[src/hdl/frs_defs.vh]
// Register map, field layout, reset values and timing counts for the reference selector
`ifndef FRS_DEFS_VH
`define FRS_DEFS_VH

`define FRS_ADDR_SOURCE        8'h00
`define FRS_ADDR_ANALOG        8'h04
`define FRS_ADDR_CONTACT       8'h08
`define FRS_ADDR_PULSE_SCALE   8'h0c
`define FRS_ADDR_MAX_FREQ      8'h10
`define FRS_ADDR_MONITOR       8'h14
`define FRS_ADDR_STATUS        8'h18
`define FRS_ADDR_PULSE_VALUE   8'h1c
`define FRS_ADDR_PRESET_BASE   8'h40
`define FRS_ADDR_JOG           8'h80

`define FRS_SRC_KEYPAD         3'h0
`define FRS_SRC_ANALOG         3'h1
`define FRS_SRC_SERIAL         3'h2
`define FRS_SRC_OPTION         3'h3
`define FRS_SRC_PULSE          3'h4
`define FRS_SRC_RESET          3'h1

`define FRS_PFN_FREQ           2'h0
`define FRS_PFN_MAX            2'h2
`define FRS_PFN_RESET          2'h0

`define FRS_AFN_ADD            5'h00
`define FRS_AFN_AUX1           5'h02
`define FRS_AFN_AUX2           5'h03
`define FRS_AFN_UNUSED         5'h1f
`define FRS_LVL_RESET          2'h0
`define FRS_AIN2_FN_RESET      5'h00
`define FRS_AIN3_FN_RESET      5'h1f

`define FRS_CFN_STEP1          8'h03
`define FRS_CFN_STEP2          8'h04
`define FRS_CFN_STEP3          8'h05
`define FRS_CFN_JOG            8'h06

`define FRS_SCALE_MIN          16'h03e8
`define FRS_SCALE_MAX          16'h7d00
`define FRS_SCALE_RESET        16'h05a0
`define FRS_MAX_FREQ_RESET     16'h1770

`define FRS_CLK_HZ             20000000
`define FRS_GATE_MS            100
`define FRS_GATE_CYCLES        ((`FRS_CLK_HZ / 1000) * `FRS_GATE_MS)
`define FRS_GATES_PER_S        (1000 / `FRS_GATE_MS)

`define FRS_RESP_OKAY          2'h0
`define FRS_RESP_SLVERR        2'h2

`endif

[src/hdl/frs_contact_decode.v]
// Decodes one multi-function contact input into step and jog selections
`timescale 1ns/1ps
`include "frs_defs.vh"
module frs_contact_decode (
  input  wire [7:0] func_code,
  input  wire       active,
  output wire       step1,
  output wire       step2,
  output wire       step3,
  output wire       jog
);
  assign step1 = active & (func_code == `FRS_CFN_STEP1);
  assign step2 = active & (func_code == `FRS_CFN_STEP2);
  assign step3 = active & (func_code == `FRS_CFN_STEP3);
  assign jog   = active & (func_code == `FRS_CFN_JOG);
endmodule

[src/hdl/frs_pulse_scale.v]
// Measures the pulse-train rate and scales it against maximum output frequency
`timescale 1ns/1ps
`include "frs_defs.vh"
module frs_pulse_scale #(
  parameter GATE_CYCLES = `FRS_GATE_CYCLES
) (
  input  wire        aclk,
  input  wire        aresetn,
  input  wire        pulse_sync,
  input  wire [15:0] scaling,
  input  wire [15:0] max_freq,
  output reg  [15:0] value_q
);
  localparam [15:0] GATES_PER_S = `FRS_GATES_PER_S;
  reg [31:0] gate_cnt_q;
  reg [15:0] edge_cnt_q;
  reg        pulse_prev_q;
  reg [35:0] num_q;
  reg [35:0] quo_q;
  reg [16:0] rem_q;
  reg [5:0]  div_cnt_q;
  wire       gate_end = (gate_cnt_q == GATE_CYCLES - 1);
  wire       rise     = pulse_sync & ~pulse_prev_q;
  wire [19:0] hz      = edge_cnt_q * GATES_PER_S[3:0];
  wire [16:0] rem_sh  = {rem_q[15:0], num_q[35]};
  wire        fits    = (rem_sh >= {1'b0, scaling});

  // Rate sampled over a fixed gate, then divided bit by bit to keep the area small
  always @(posedge aclk) begin
    if (!aresetn) begin
      gate_cnt_q   <= 32'h0;
      edge_cnt_q   <= 16'h0;
      pulse_prev_q <= 1'b0;
      num_q        <= 36'h0;
      quo_q        <= 36'h0;
      rem_q        <= 17'h0;
      div_cnt_q    <= 6'h0;
      value_q      <= 16'h0;
    end else begin
      pulse_prev_q <= pulse_sync;
      if (gate_end) begin
        gate_cnt_q <= 32'h0;
        edge_cnt_q <= {15'h0, rise};
        num_q      <= hz * max_freq;
        quo_q      <= 36'h0;
        rem_q      <= 17'h0;
        div_cnt_q  <= 6'h24;
      end else begin
        gate_cnt_q <= gate_cnt_q + 32'h1;
        if (rise && edge_cnt_q != 16'hffff) begin
          edge_cnt_q <= edge_cnt_q + 16'h1;
        end
        if (div_cnt_q != 6'h0) begin
          num_q     <= {num_q[34:0], 1'b0};
          rem_q     <= fits ? (rem_sh - {1'b0, scaling}) : rem_sh;
          quo_q     <= {quo_q[34:0], fits};
          div_cnt_q <= div_cnt_q - 6'h1;
          if (div_cnt_q == 6'h1) begin
            // Rates above the scaling saturate at maximum frequency
            if ({quo_q[34:0], fits} > {20'h0, max_freq}) begin
              value_q <= max_freq;
            end else begin
              value_q <= quo_q[14:0] * 16'h2 + {15'h0, fits};
            end
          end
        end
      end
    end
  end
endmodule

[src/hdl/frs_top.v]
// Frequency reference selector with its AXI4-Lite register slave
// Notes on behaviour
// - Source select accepts 0..4, resets to 1
// - Sources: keypad, analog, serial, option, pulse
// - Analog source sums input one and input two, input two only when set to add
// - Step one alone switches to input three when source is analog and input three is set to aux one
// - Source four takes the pulse-train rate when pulse function is 0, else zero
// - Pulse function accepts 0..2, resets 0
// - Scaling rate equals maximum output frequency
// - Sixteen presets plus one jog reference
// - Codes 3,4,5 give step bits
// - Code 6 selects jog, overriding steps
// - Step one also switches input two auxiliary
// - Step bits form binary preset index
`timescale 1ns/1ps
`include "frs_defs.vh"
module frs_top #(
  parameter AIN_W       = 12,
  parameter GATE_CYCLES = `FRS_GATE_CYCLES
) (
  input  wire             aclk,
  input  wire             aresetn,
  input  wire [7:0]       s_axi_awaddr,
  input  wire             s_axi_awvalid,
  output wire             s_axi_awready,
  input  wire [31:0]      s_axi_wdata,
  input  wire [3:0]       s_axi_wstrb,
  input  wire             s_axi_wvalid,
  output wire             s_axi_wready,
  output wire [1:0]       s_axi_bresp,
  output wire             s_axi_bvalid,
  input  wire             s_axi_bready,
  input  wire [7:0]       s_axi_araddr,
  input  wire             s_axi_arvalid,
  output wire             s_axi_arready,
  output wire [31:0]      s_axi_rdata,
  output wire [1:0]       s_axi_rresp,
  output wire             s_axi_rvalid,
  input  wire             s_axi_rready,
  input  wire             contact_terminal_five,
  input  wire             contact_terminal_six,
  input  wire             contact_terminal_seven,
  input  wire             contact_terminal_eight,
  input  wire             pulse_train_terminal,
  input  wire [AIN_W-1:0] analog_in_one,
  input  wire [AIN_W-1:0] analog_in_two,
  input  wire [AIN_W-1:0] analog_in_three,
  input  wire [15:0]      serial_reference,
  input  wire [15:0]      option_reference,
  output wire [15:0]      frequency_reference,
  output wire [15:0]      pid_pulse_value,
  output wire             jog_active
);
  reg         awready_q, wready_q, bvalid_q, arready_q, rvalid_q;
  reg  [1:0]  bresp_q, rresp_q;
  reg  [31:0] rdata_q;
  reg         aw_held_q, w_held_q;
  reg  [7:0]  awaddr_q;
  reg  [31:0] wdata_q;
  reg  [3:0]  wstrb_q;

  reg  [2:0]  reference_source_select_q;
  reg  [1:0]  pulse_input_function_select_q;
  reg  [1:0]  analog_in_two_level_select_q;
  reg  [4:0]  analog_in_two_function_select_q;
  reg  [4:0]  analog_in_three_function_select_q;
  reg  [31:0] contact_func_q;
  reg  [15:0] pulse_input_scaling_q;
  reg  [15:0] max_output_frequency_q;
  reg  [15:0] preset_q [0:16];

  reg  [4:0]  sync1_q, sync2_q;
  reg  [15:0] reference_monitor_q;
  reg  [15:0] pid_value_q;
  reg  [2:0]  index_q;
  reg         jog_q, aux_q;
  reg  [15:0] ref_d;
  reg         aux_d;

  wire [15:0] pulse_value;
  wire [3:0]  step1_v, step2_v, step3_v, jog_v;
  integer     i;

  // Two-stage synchronisers for contacts and the pulse pin
  always @(posedge aclk) begin
    if (!aresetn) begin
      sync1_q <= 5'h0;
      sync2_q <= 5'h0;
    end else begin
      sync1_q <= {pulse_train_terminal, contact_terminal_eight, contact_terminal_seven,
                  contact_terminal_six, contact_terminal_five};
      sync2_q <= sync1_q;
    end
  end

  genvar g;
  generate
    for (g = 0; g < 4; g = g + 1) begin : g_contact
      frs_contact_decode u_dec (
        .func_code (contact_func_q[g*8 +: 8]),
        .active    (sync2_q[g]),
        .step1     (step1_v[g]),
        .step2     (step2_v[g]),
        .step3     (step3_v[g]),
        .jog       (jog_v[g])
      );
    end
  endgenerate

  frs_pulse_scale #(
    .GATE_CYCLES (GATE_CYCLES)
  ) u_pulse (
    .aclk       (aclk),
    .aresetn    (aresetn),
    .pulse_sync (sync2_q[4]),
    .scaling    (pulse_input_scaling_q),
    .max_freq   (max_output_frequency_q),
    .value_q    (pulse_value)
  );

  wire [2:0] index = {|step3_v, |step2_v, |step1_v};
  wire       jog   = |jog_v;

  // Analog counts scaled so full scale equals maximum output frequency
  wire [AIN_W+15:0] a1_prod = analog_in_one * max_output_frequency_q;
  wire [AIN_W+15:0] a2_prod = analog_in_two * max_output_frequency_q;
  wire [AIN_W+15:0] a3_prod = analog_in_three * max_output_frequency_q;
  wire [15:0] a1_f = a1_prod[AIN_W+15:AIN_W];
  wire [15:0] a2_f = a2_prod[AIN_W+15:AIN_W];
  wire [15:0] a3_f = a3_prod[AIN_W+15:AIN_W];
  wire        a2_add = (analog_in_two_function_select_q == `FRS_AFN_ADD);
  wire [16:0] master_sum = {1'b0, a1_f} + (a2_add ? {1'b0, a2_f} : 17'h0);
  wire [15:0] master_f = (master_sum > {1'b0, max_output_frequency_q}) ?
                         max_output_frequency_q : master_sum[15:0];
  wire        a3_aux1 = (analog_in_three_function_select_q == `FRS_AFN_AUX1);
  wire        a2_aux1 = (analog_in_two_function_select_q == `FRS_AFN_AUX1);
  wire        a3_aux2 = (analog_in_three_function_select_q == `FRS_AFN_AUX2);
  wire        pulse_is_freq = (pulse_input_function_select_q == `FRS_PFN_FREQ);

  // Base reference of the chosen source, used while no step bit is set
  reg  [15:0] base_f;
  always @* begin
    case (reference_source_select_q)
      `FRS_SRC_KEYPAD: base_f = preset_q[0];
      `FRS_SRC_ANALOG: base_f = master_f;
      `FRS_SRC_SERIAL: base_f = serial_reference;
      `FRS_SRC_OPTION: base_f = option_reference;
      `FRS_SRC_PULSE:  base_f = pulse_is_freq ? pulse_value : 16'h0;
      default:         base_f = 16'h0;
    endcase
  end

  // Jog first, then step index; step one routes to an auxiliary analog input when configured
  always @* begin
    aux_d = 1'b0;
    if (jog) begin
      ref_d = preset_q[16];
    end else if (index == 3'h0) begin
      ref_d = base_f;
    end else if (index == 3'h1 && reference_source_select_q == `FRS_SRC_ANALOG && a3_aux1) begin
      ref_d = a3_f;
      aux_d = 1'b1;
    end else if (index == 3'h1 && reference_source_select_q == `FRS_SRC_ANALOG && a2_aux1) begin
      ref_d = a2_f;
      aux_d = 1'b1;
    end else if (index == 3'h2 && reference_source_select_q == `FRS_SRC_ANALOG && a3_aux2) begin
      ref_d = a3_f;
      aux_d = 1'b1;
    end else begin
      ref_d = preset_q[index];
    end
  end

  // Fresh every cycle so a released contact drops its speed at once
  always @(posedge aclk) begin
    if (!aresetn) begin
      reference_monitor_q <= 16'h0;
      pid_value_q         <= 16'h0;
      index_q             <= 3'h0;
      jog_q               <= 1'b0;
      aux_q               <= 1'b0;
    end else begin
      reference_monitor_q <= ref_d;
      pid_value_q         <= pulse_is_freq ? 16'h0 : pulse_value;
      index_q             <= index;
      jog_q               <= jog;
      aux_q               <= aux_d;
    end
  end

  // Register write path
  wire        wr_fire = aw_held_q & w_held_q & ~bvalid_q;
  wire [31:0] wmask   = {{8{wstrb_q[3]}}, {8{wstrb_q[2]}}, {8{wstrb_q[1]}}, {8{wstrb_q[0]}}};
  wire        wr_preset = (awaddr_q[7:6] == 2'b01);
  wire        wr_map  = (awaddr_q[1:0] == 2'b00) &&
                        (awaddr_q == `FRS_ADDR_SOURCE || awaddr_q == `FRS_ADDR_ANALOG ||
                         awaddr_q == `FRS_ADDR_CONTACT || awaddr_q == `FRS_ADDR_PULSE_SCALE ||
                         awaddr_q == `FRS_ADDR_MAX_FREQ || awaddr_q == `FRS_ADDR_JOG || wr_preset);
  reg  [31:0] old_word;
  always @* begin
    case (awaddr_q)
      `FRS_ADDR_SOURCE:      old_word = {26'h0, pulse_input_function_select_q, 1'b0,
                                         reference_source_select_q};
      `FRS_ADDR_ANALOG:      old_word = {11'h0, analog_in_three_function_select_q, 3'h0,
                                         analog_in_two_function_select_q, 6'h0, analog_in_two_level_select_q};
      `FRS_ADDR_CONTACT:     old_word = contact_func_q;
      `FRS_ADDR_PULSE_SCALE: old_word = {16'h0, pulse_input_scaling_q};
      `FRS_ADDR_MAX_FREQ:    old_word = {16'h0, max_output_frequency_q};
      `FRS_ADDR_JOG:         old_word = {16'h0, preset_q[16]};
      default:               old_word = {16'h0, preset_q[awaddr_q[5:2]]};
    endcase
  end
  wire [31:0] new_word = (old_word & ~wmask) | (wdata_q & wmask);

  always @(posedge aclk) begin
    if (!aresetn) begin
      awready_q <= 1'b1;
      wready_q  <= 1'b1;
      aw_held_q <= 1'b0;
      w_held_q  <= 1'b0;
      awaddr_q  <= 8'h0;
      wdata_q   <= 32'h0;
      wstrb_q   <= 4'h0;
      bvalid_q  <= 1'b0;
      bresp_q   <= `FRS_RESP_OKAY;
      reference_source_select_q         <= `FRS_SRC_RESET;
      pulse_input_function_select_q     <= `FRS_PFN_RESET;
      analog_in_two_level_select_q      <= `FRS_LVL_RESET;
      analog_in_two_function_select_q   <= `FRS_AIN2_FN_RESET;
      analog_in_three_function_select_q <= `FRS_AIN3_FN_RESET;
      contact_func_q         <= {`FRS_CFN_JOG, `FRS_CFN_STEP3, `FRS_CFN_STEP2, `FRS_CFN_STEP1};
      pulse_input_scaling_q  <= `FRS_SCALE_RESET;
      max_output_frequency_q <= `FRS_MAX_FREQ_RESET;
      for (i = 0; i < 17; i = i + 1) begin
        preset_q[i] <= 16'h0;
      end
    end else begin
      if (s_axi_awvalid && awready_q) begin
        awaddr_q  <= s_axi_awaddr;
        aw_held_q <= 1'b1;
        awready_q <= 1'b0;
      end
      if (s_axi_wvalid && wready_q) begin
        wdata_q  <= s_axi_wdata;
        wstrb_q  <= s_axi_wstrb;
        w_held_q <= 1'b1;
        wready_q <= 1'b0;
      end
      if (wr_fire) begin
        aw_held_q <= 1'b0;
        w_held_q  <= 1'b0;
        bvalid_q  <= 1'b1;
        bresp_q   <= wr_map ? `FRS_RESP_OKAY : `FRS_RESP_SLVERR;
        if (wr_map) begin
          case (awaddr_q)
            `FRS_ADDR_SOURCE: begin
              // Out-of-range codes leave the field unchanged
              if (new_word[2:0] <= `FRS_SRC_PULSE) begin
                reference_source_select_q <= new_word[2:0];
              end
              if (new_word[5:4] <= `FRS_PFN_MAX) begin
                pulse_input_function_select_q <= new_word[5:4];
              end
            end
            `FRS_ADDR_ANALOG: begin
              analog_in_two_level_select_q      <= new_word[1:0];
              analog_in_two_function_select_q   <= new_word[12:8];
              analog_in_three_function_select_q <= new_word[20:16];
            end
            `FRS_ADDR_CONTACT: contact_func_q <= new_word;
            `FRS_ADDR_PULSE_SCALE: begin
              if (new_word[15:0] >= `FRS_SCALE_MIN && new_word[15:0] <= `FRS_SCALE_MAX) begin
                pulse_input_scaling_q <= new_word[15:0];
              end
            end
            `FRS_ADDR_MAX_FREQ: max_output_frequency_q <= new_word[15:0];
            `FRS_ADDR_JOG:      preset_q[16] <= new_word[15:0];
            default:            preset_q[awaddr_q[5:2]] <= new_word[15:0];
          endcase
        end
      end
      if (bvalid_q && s_axi_bready) begin
        bvalid_q  <= 1'b0;
        awready_q <= 1'b1;
        wready_q  <= 1'b1;
      end
    end
  end

  // Register read path, one access outstanding
  reg  [31:0] rd_word;
  reg         rd_ok;
  always @* begin
    rd_ok = (s_axi_araddr[1:0] == 2'b00);
    case (s_axi_araddr)
      `FRS_ADDR_SOURCE:      rd_word = {26'h0, pulse_input_function_select_q, 1'b0,
                                        reference_source_select_q};
      `FRS_ADDR_ANALOG:      rd_word = {11'h0, analog_in_three_function_select_q, 3'h0,
                                        analog_in_two_function_select_q, 6'h0, analog_in_two_level_select_q};
      `FRS_ADDR_CONTACT:     rd_word = contact_func_q;
      `FRS_ADDR_PULSE_SCALE: rd_word = {16'h0, pulse_input_scaling_q};
      `FRS_ADDR_MAX_FREQ:    rd_word = {16'h0, max_output_frequency_q};
      `FRS_ADDR_MONITOR:     rd_word = {16'h0, reference_monitor_q};
      `FRS_ADDR_STATUS:      rd_word = {22'h0, aux_q, jog_q, 1'b0, index_q, 1'b0,
                                        reference_source_select_q};
      `FRS_ADDR_PULSE_VALUE: rd_word = {16'h0, pulse_value};
      `FRS_ADDR_JOG:         rd_word = {16'h0, preset_q[16]};
      default: begin
        rd_word = {16'h0, preset_q[s_axi_araddr[5:2]]};
        rd_ok   = rd_ok & (s_axi_araddr[7:6] == 2'b01);
      end
    endcase
  end

  always @(posedge aclk) begin
    if (!aresetn) begin
      arready_q <= 1'b1;
      rvalid_q  <= 1'b0;
      rdata_q   <= 32'h0;
      rresp_q   <= `FRS_RESP_OKAY;
    end else begin
      if (s_axi_arvalid && arready_q) begin
        arready_q <= 1'b0;
        rvalid_q  <= 1'b1;
        rdata_q   <= rd_ok ? rd_word : 32'h0;
        rresp_q   <= rd_ok ? `FRS_RESP_OKAY : `FRS_RESP_SLVERR;
      end
      if (rvalid_q && s_axi_rready) begin
        rvalid_q  <= 1'b0;
        arready_q <= 1'b1;
      end
    end
  end

  assign s_axi_awready       = awready_q;
  assign s_axi_wready        = wready_q;
  assign s_axi_bvalid        = bvalid_q;
  assign s_axi_bresp         = bresp_q;
  assign s_axi_arready       = arready_q;
  assign s_axi_rvalid        = rvalid_q;
  assign s_axi_rdata         = rdata_q;
  assign s_axi_rresp         = rresp_q;
  assign frequency_reference = reference_monitor_q;
  assign pid_pulse_value     = pid_value_q;
  assign jog_active          = jog_q;
endmodule

[config.mk]
export PLATFORM = sky130hd
export DESIGN_NAME = frs_top
export DESIGN_NICKNAME = d
export VERILOG_FILES = /design/src/hdl/frs_contact_decode.v /design/src/hdl/frs_pulse_scale.v /design/src/hdl/frs_top.v
export VERILOG_INCLUDE_DIRS = /design/src /design/src/hdl
export SDC_FILE = /design/constraint.sdc
export NUM_CORES = 2
export LEC_CHECK = 0
export BUFFER_PORTS_ARGS = -buffer_cell sky130_fd_sc_hd__buf_2
export CORE_ASPECT_RATIO = 0.7
export CORE_MARGIN = 4
export CORE_UTILIZATION = 50
export CTS_CLUSTER_DIAMETER = 50
export DETAILED_ROUTE_END_ITERATION = 16
export PLACE_DENSITY = 0.76
export SLEW_MARGIN = 5
export SYNTH_ARGS = -nofsm -noshare
export SYNTH_HDL_FRONTEND = slang
export SYNTH_SLANG_ARGS = --single-unit
[constraint.sdc]
create_clock -name aclk -period 9.4 [get_ports aclk]
set_input_delay 0 -clock aclk [delete_from_list [all_inputs] [get_ports aclk]]
set_output_delay 0 -clock aclk [all_outputs]
set_load 0.01 [all_outputs]
==> out/metrics.cfg <==
[run_status]
status = finished with violations
failed_checks = max-capacitance violations, max-slew violations

[final_layout]
layout-drive-gt1-share_pct = 11.67
area_growth_pct = 10.94
nFillCells = 10640
layout.cells.non_filler = 8700
regArea_mm2 = 0.01570
multi_input_area_mm2 = 0.04218
nNetsFinal = 8174

[power_and_ir_drop]
leakagePower_nw = 30.35
max-vdd-ir-drop_uv = 788.8
powerDensity_mw_per_mm2 = 267.4
finalPower_mw = 18.46

[synthesis]
ys_seq_elements = 646
synth_top_area_share_pct = 21.10
synth.yosys.seq_area_share_pct = 25.16
synthesis.area_mm2 = 0.06223
yosysWarnings = 0
muxShareOfSynthArea_pct = 7.825
synth_top_cell_by_area = fa_1
synthCells = 6869
async_flop_share_pct = 0
ys.flop_type = dfxtp_1
synth_area_per_cell_um2 = 9.059
synthSimpleGateAreaFrac_pct = 18.39
ys_types = 91
synth_fa_ha_area_share_pct = 28.92
synth_compound_area_share_pct = 10.13
synth_xor_area_share_pct = 1.928
synth_edf_count = 272
synth_most_common_cell = nand2_1
synth_common_cells = nand2_1, inv_1, fa_1
synth_top_family_by_area = adder cells
synth_area_leaders = fa_1, edfxtp_1, dfxtp_1, ha_1, nand2_1

[grt]
grtUsageTotal_pct = 33.77
use_met1_pct = 45.76
grt_busiest_layer = met2
grt_pass1_vias = 52850
gr-total-overflow = 0
antenna_found_initial = 13
grt_pass1_wl_mm = 332.5
met2_usage_pct = 46.15
grt_max_degree = 96
use_met3_pct = 17.02

[setup_path]
crit_arrival_ns = 9.68
critPathKind = register to register
worstSetupEndpointType = register
cp_max_fo = 6
critPathSlowestCell = fa_1
start_kind = register
cpPeakStageDelay_ns = 0.53
crit_required_ns = 9.94

[placement]
hpwl_mm = 165.5
portBuffers = 203
place_inst = 8465
routabilityCongestion = 1.083

[sta]
hold_viol = 0
hold_slack_ns = 0.04488
setup_violations = 0
slew-limit-headroom_pct = -0.2728
finalClockSkew_ns = 0.06950
period_needed_ns = 9.139
fmaxAchievable_mhz = 109.4
report.final.slew_viol_count = 5
worst_pin_slew_ns = 1.501
min_period_over_period_pct = 97.23

[worst_hold_path]
hold_path_class = input pin to register

[clock_tree]
clock_sinks = 646
cts_buffers = 77
root_buffer = clkbuf_16
cts_max_path_buffers = 3
cts_max_level = 3
cts_tree = built
path_clk_slew_ns = 0.06
clock_latency_ns = 0.70

[die]
rows = 107
fp.dieH_um = 303.2
die_area_mm2 = 0.1303
core_area_mm2 = 0.1226
die_x_um = 429.7
start_util_pct = 50.74
num_io_pins = 206

[job]
max-cap-violations = 1

[route]
vias = 54440
dr.pass1.iters = 9
ant_nets = 0
via_per_inst = 6.258
drtIter0Drc = 7521
wl_per_cell_um = 25.59
finalWirelength_mm = 222.7
drc = 0

==> power by group <==
group | internal [mW] | switching (mW) | total (mW) | leakage (nW)
logic | 5.09 | 6.94 | 12.0 | 23.2
registers | 3.08 | 0.212 | 3.29 | 5.84
clock network | 1.77 | 1.37 | 3.13 | 1.28
total | 9.93 | 8.52 | 18.5 | 30.3
==> layout by cell type, fill, tap and decap left out, types with 79 or more instances in the layout <==
cell type | Yosys | routed
nor2_1 | 597 | 597
o21ai_0 | 158 | 155
edfxtp_1 | 272 | 272
a22oi_1 | 79 | 79
mux2i_1 | 125 | 123
nand3_1 | 170 | 168
ha_1 | 389 | 388
nand2_1 | 1096 | 1094
inv_1 | 808 | 806
buf_4 | 5 | 198
and2_1 | 285 | 284
buf_2 | 14 | 201
a21oi_1 | 308 | 302
mux4_2 | 146 | 146
fa_1 | 656 | 651
dfxtp_1 | 374 | 356
==> worst max-delay path: cells and delay by family, from the launching register on <==
kind / cells / cell delay [ns]
flops: 1 / 0.36
mux: 1 / 0.37
xor+xnor: 1 / 0.17
buf+inv: 7 / 0.66
fa+ha+maj: 8 / 3.22
compound gates: 16 / 3.25
simple gates: 4 / 1.00
==> cell families (layout without fill, tap and decap cells) <==
family	after synthesis	in the layout
other cells	1	6
flops	646	646
mux	300	300
compound gates	958	958
xor+xnor	137	137
buf+inv	1249	1440
fa+ha+maj	1045	1045
simple gates	2533	2533
==> final cells by class <==
class                      count  share of cell area, %
multi-input combinational   4975                  61.10
sequential                   646                  22.73
timing repair buffer         487                  4.950
inverter                     810                  4.411
clock buffer                  97                  2.987
tap                         1635                  2.963
clock inverter                46                 0.8391
antenna                        4                0.01450
==> worst paths after layout <==
path | start | slack [ns] | end | cells after the start
worst min-delay path | contact_terminal_seven | 0.04 | sync1_q[2] | 3
worst max register to register | max_output_frequency_q[3] | 0.26 | frequency_reference[11] | 37
worst max-delay path | max_output_frequency_q[3] | 0.26 | frequency_reference[11] | 37
worst min register to register | sync1_q[2] | 0.44 | sync2_q[2] | 1
==> state kept, by name (all words and copies together) (netlist names), 32 cells and up, named ones only <==
| register | cells |
|---|---|
| u_pulse.num_q | 35 |
| u_pulse.quo_q | 35 |
| wdata_q | 32 |
| preset_q | 272 |
| contact_func_q | 32 |
| u_pulse.gate_cnt_q | 32 |
| s_axi_rdata | 32 |
==> metal layers <==
metal  up-vias  share of wire, %
met3       645                17
li1      23150                 -
met2      3864                39
met5         -              0.27
met4        24               4.5
met1     26760                39
==> metrics by stage <==
step           setup TNS, ns  setup slack [ns]  utilization (%)  instance area, um^2
2_1_floorplan              0          0.006685                -                62270
3_3_place_gp               0           0.08982            53.25                65300
3_5_place_dp         -0.6734           -0.2079            53.25                65300
4_1_cts                    0          0.001830            56.06                68750
5_1_grt              -0.1972          -0.09111            56.29                69030
6_report                   0            0.2608            56.30                69040
==> repair_timing <==
item | CTS | global route
hold buffers | 76 | 0
gates cloned | 0 | 1
endpoints found under the hold margin | 81 | 0
resized for setup | 12 | 45
endpoints found under the setup margin | 11 | 22
setup buffers | 0 | 11
pin swaps | 5 | 19
(Power assumes the default switching activity.)
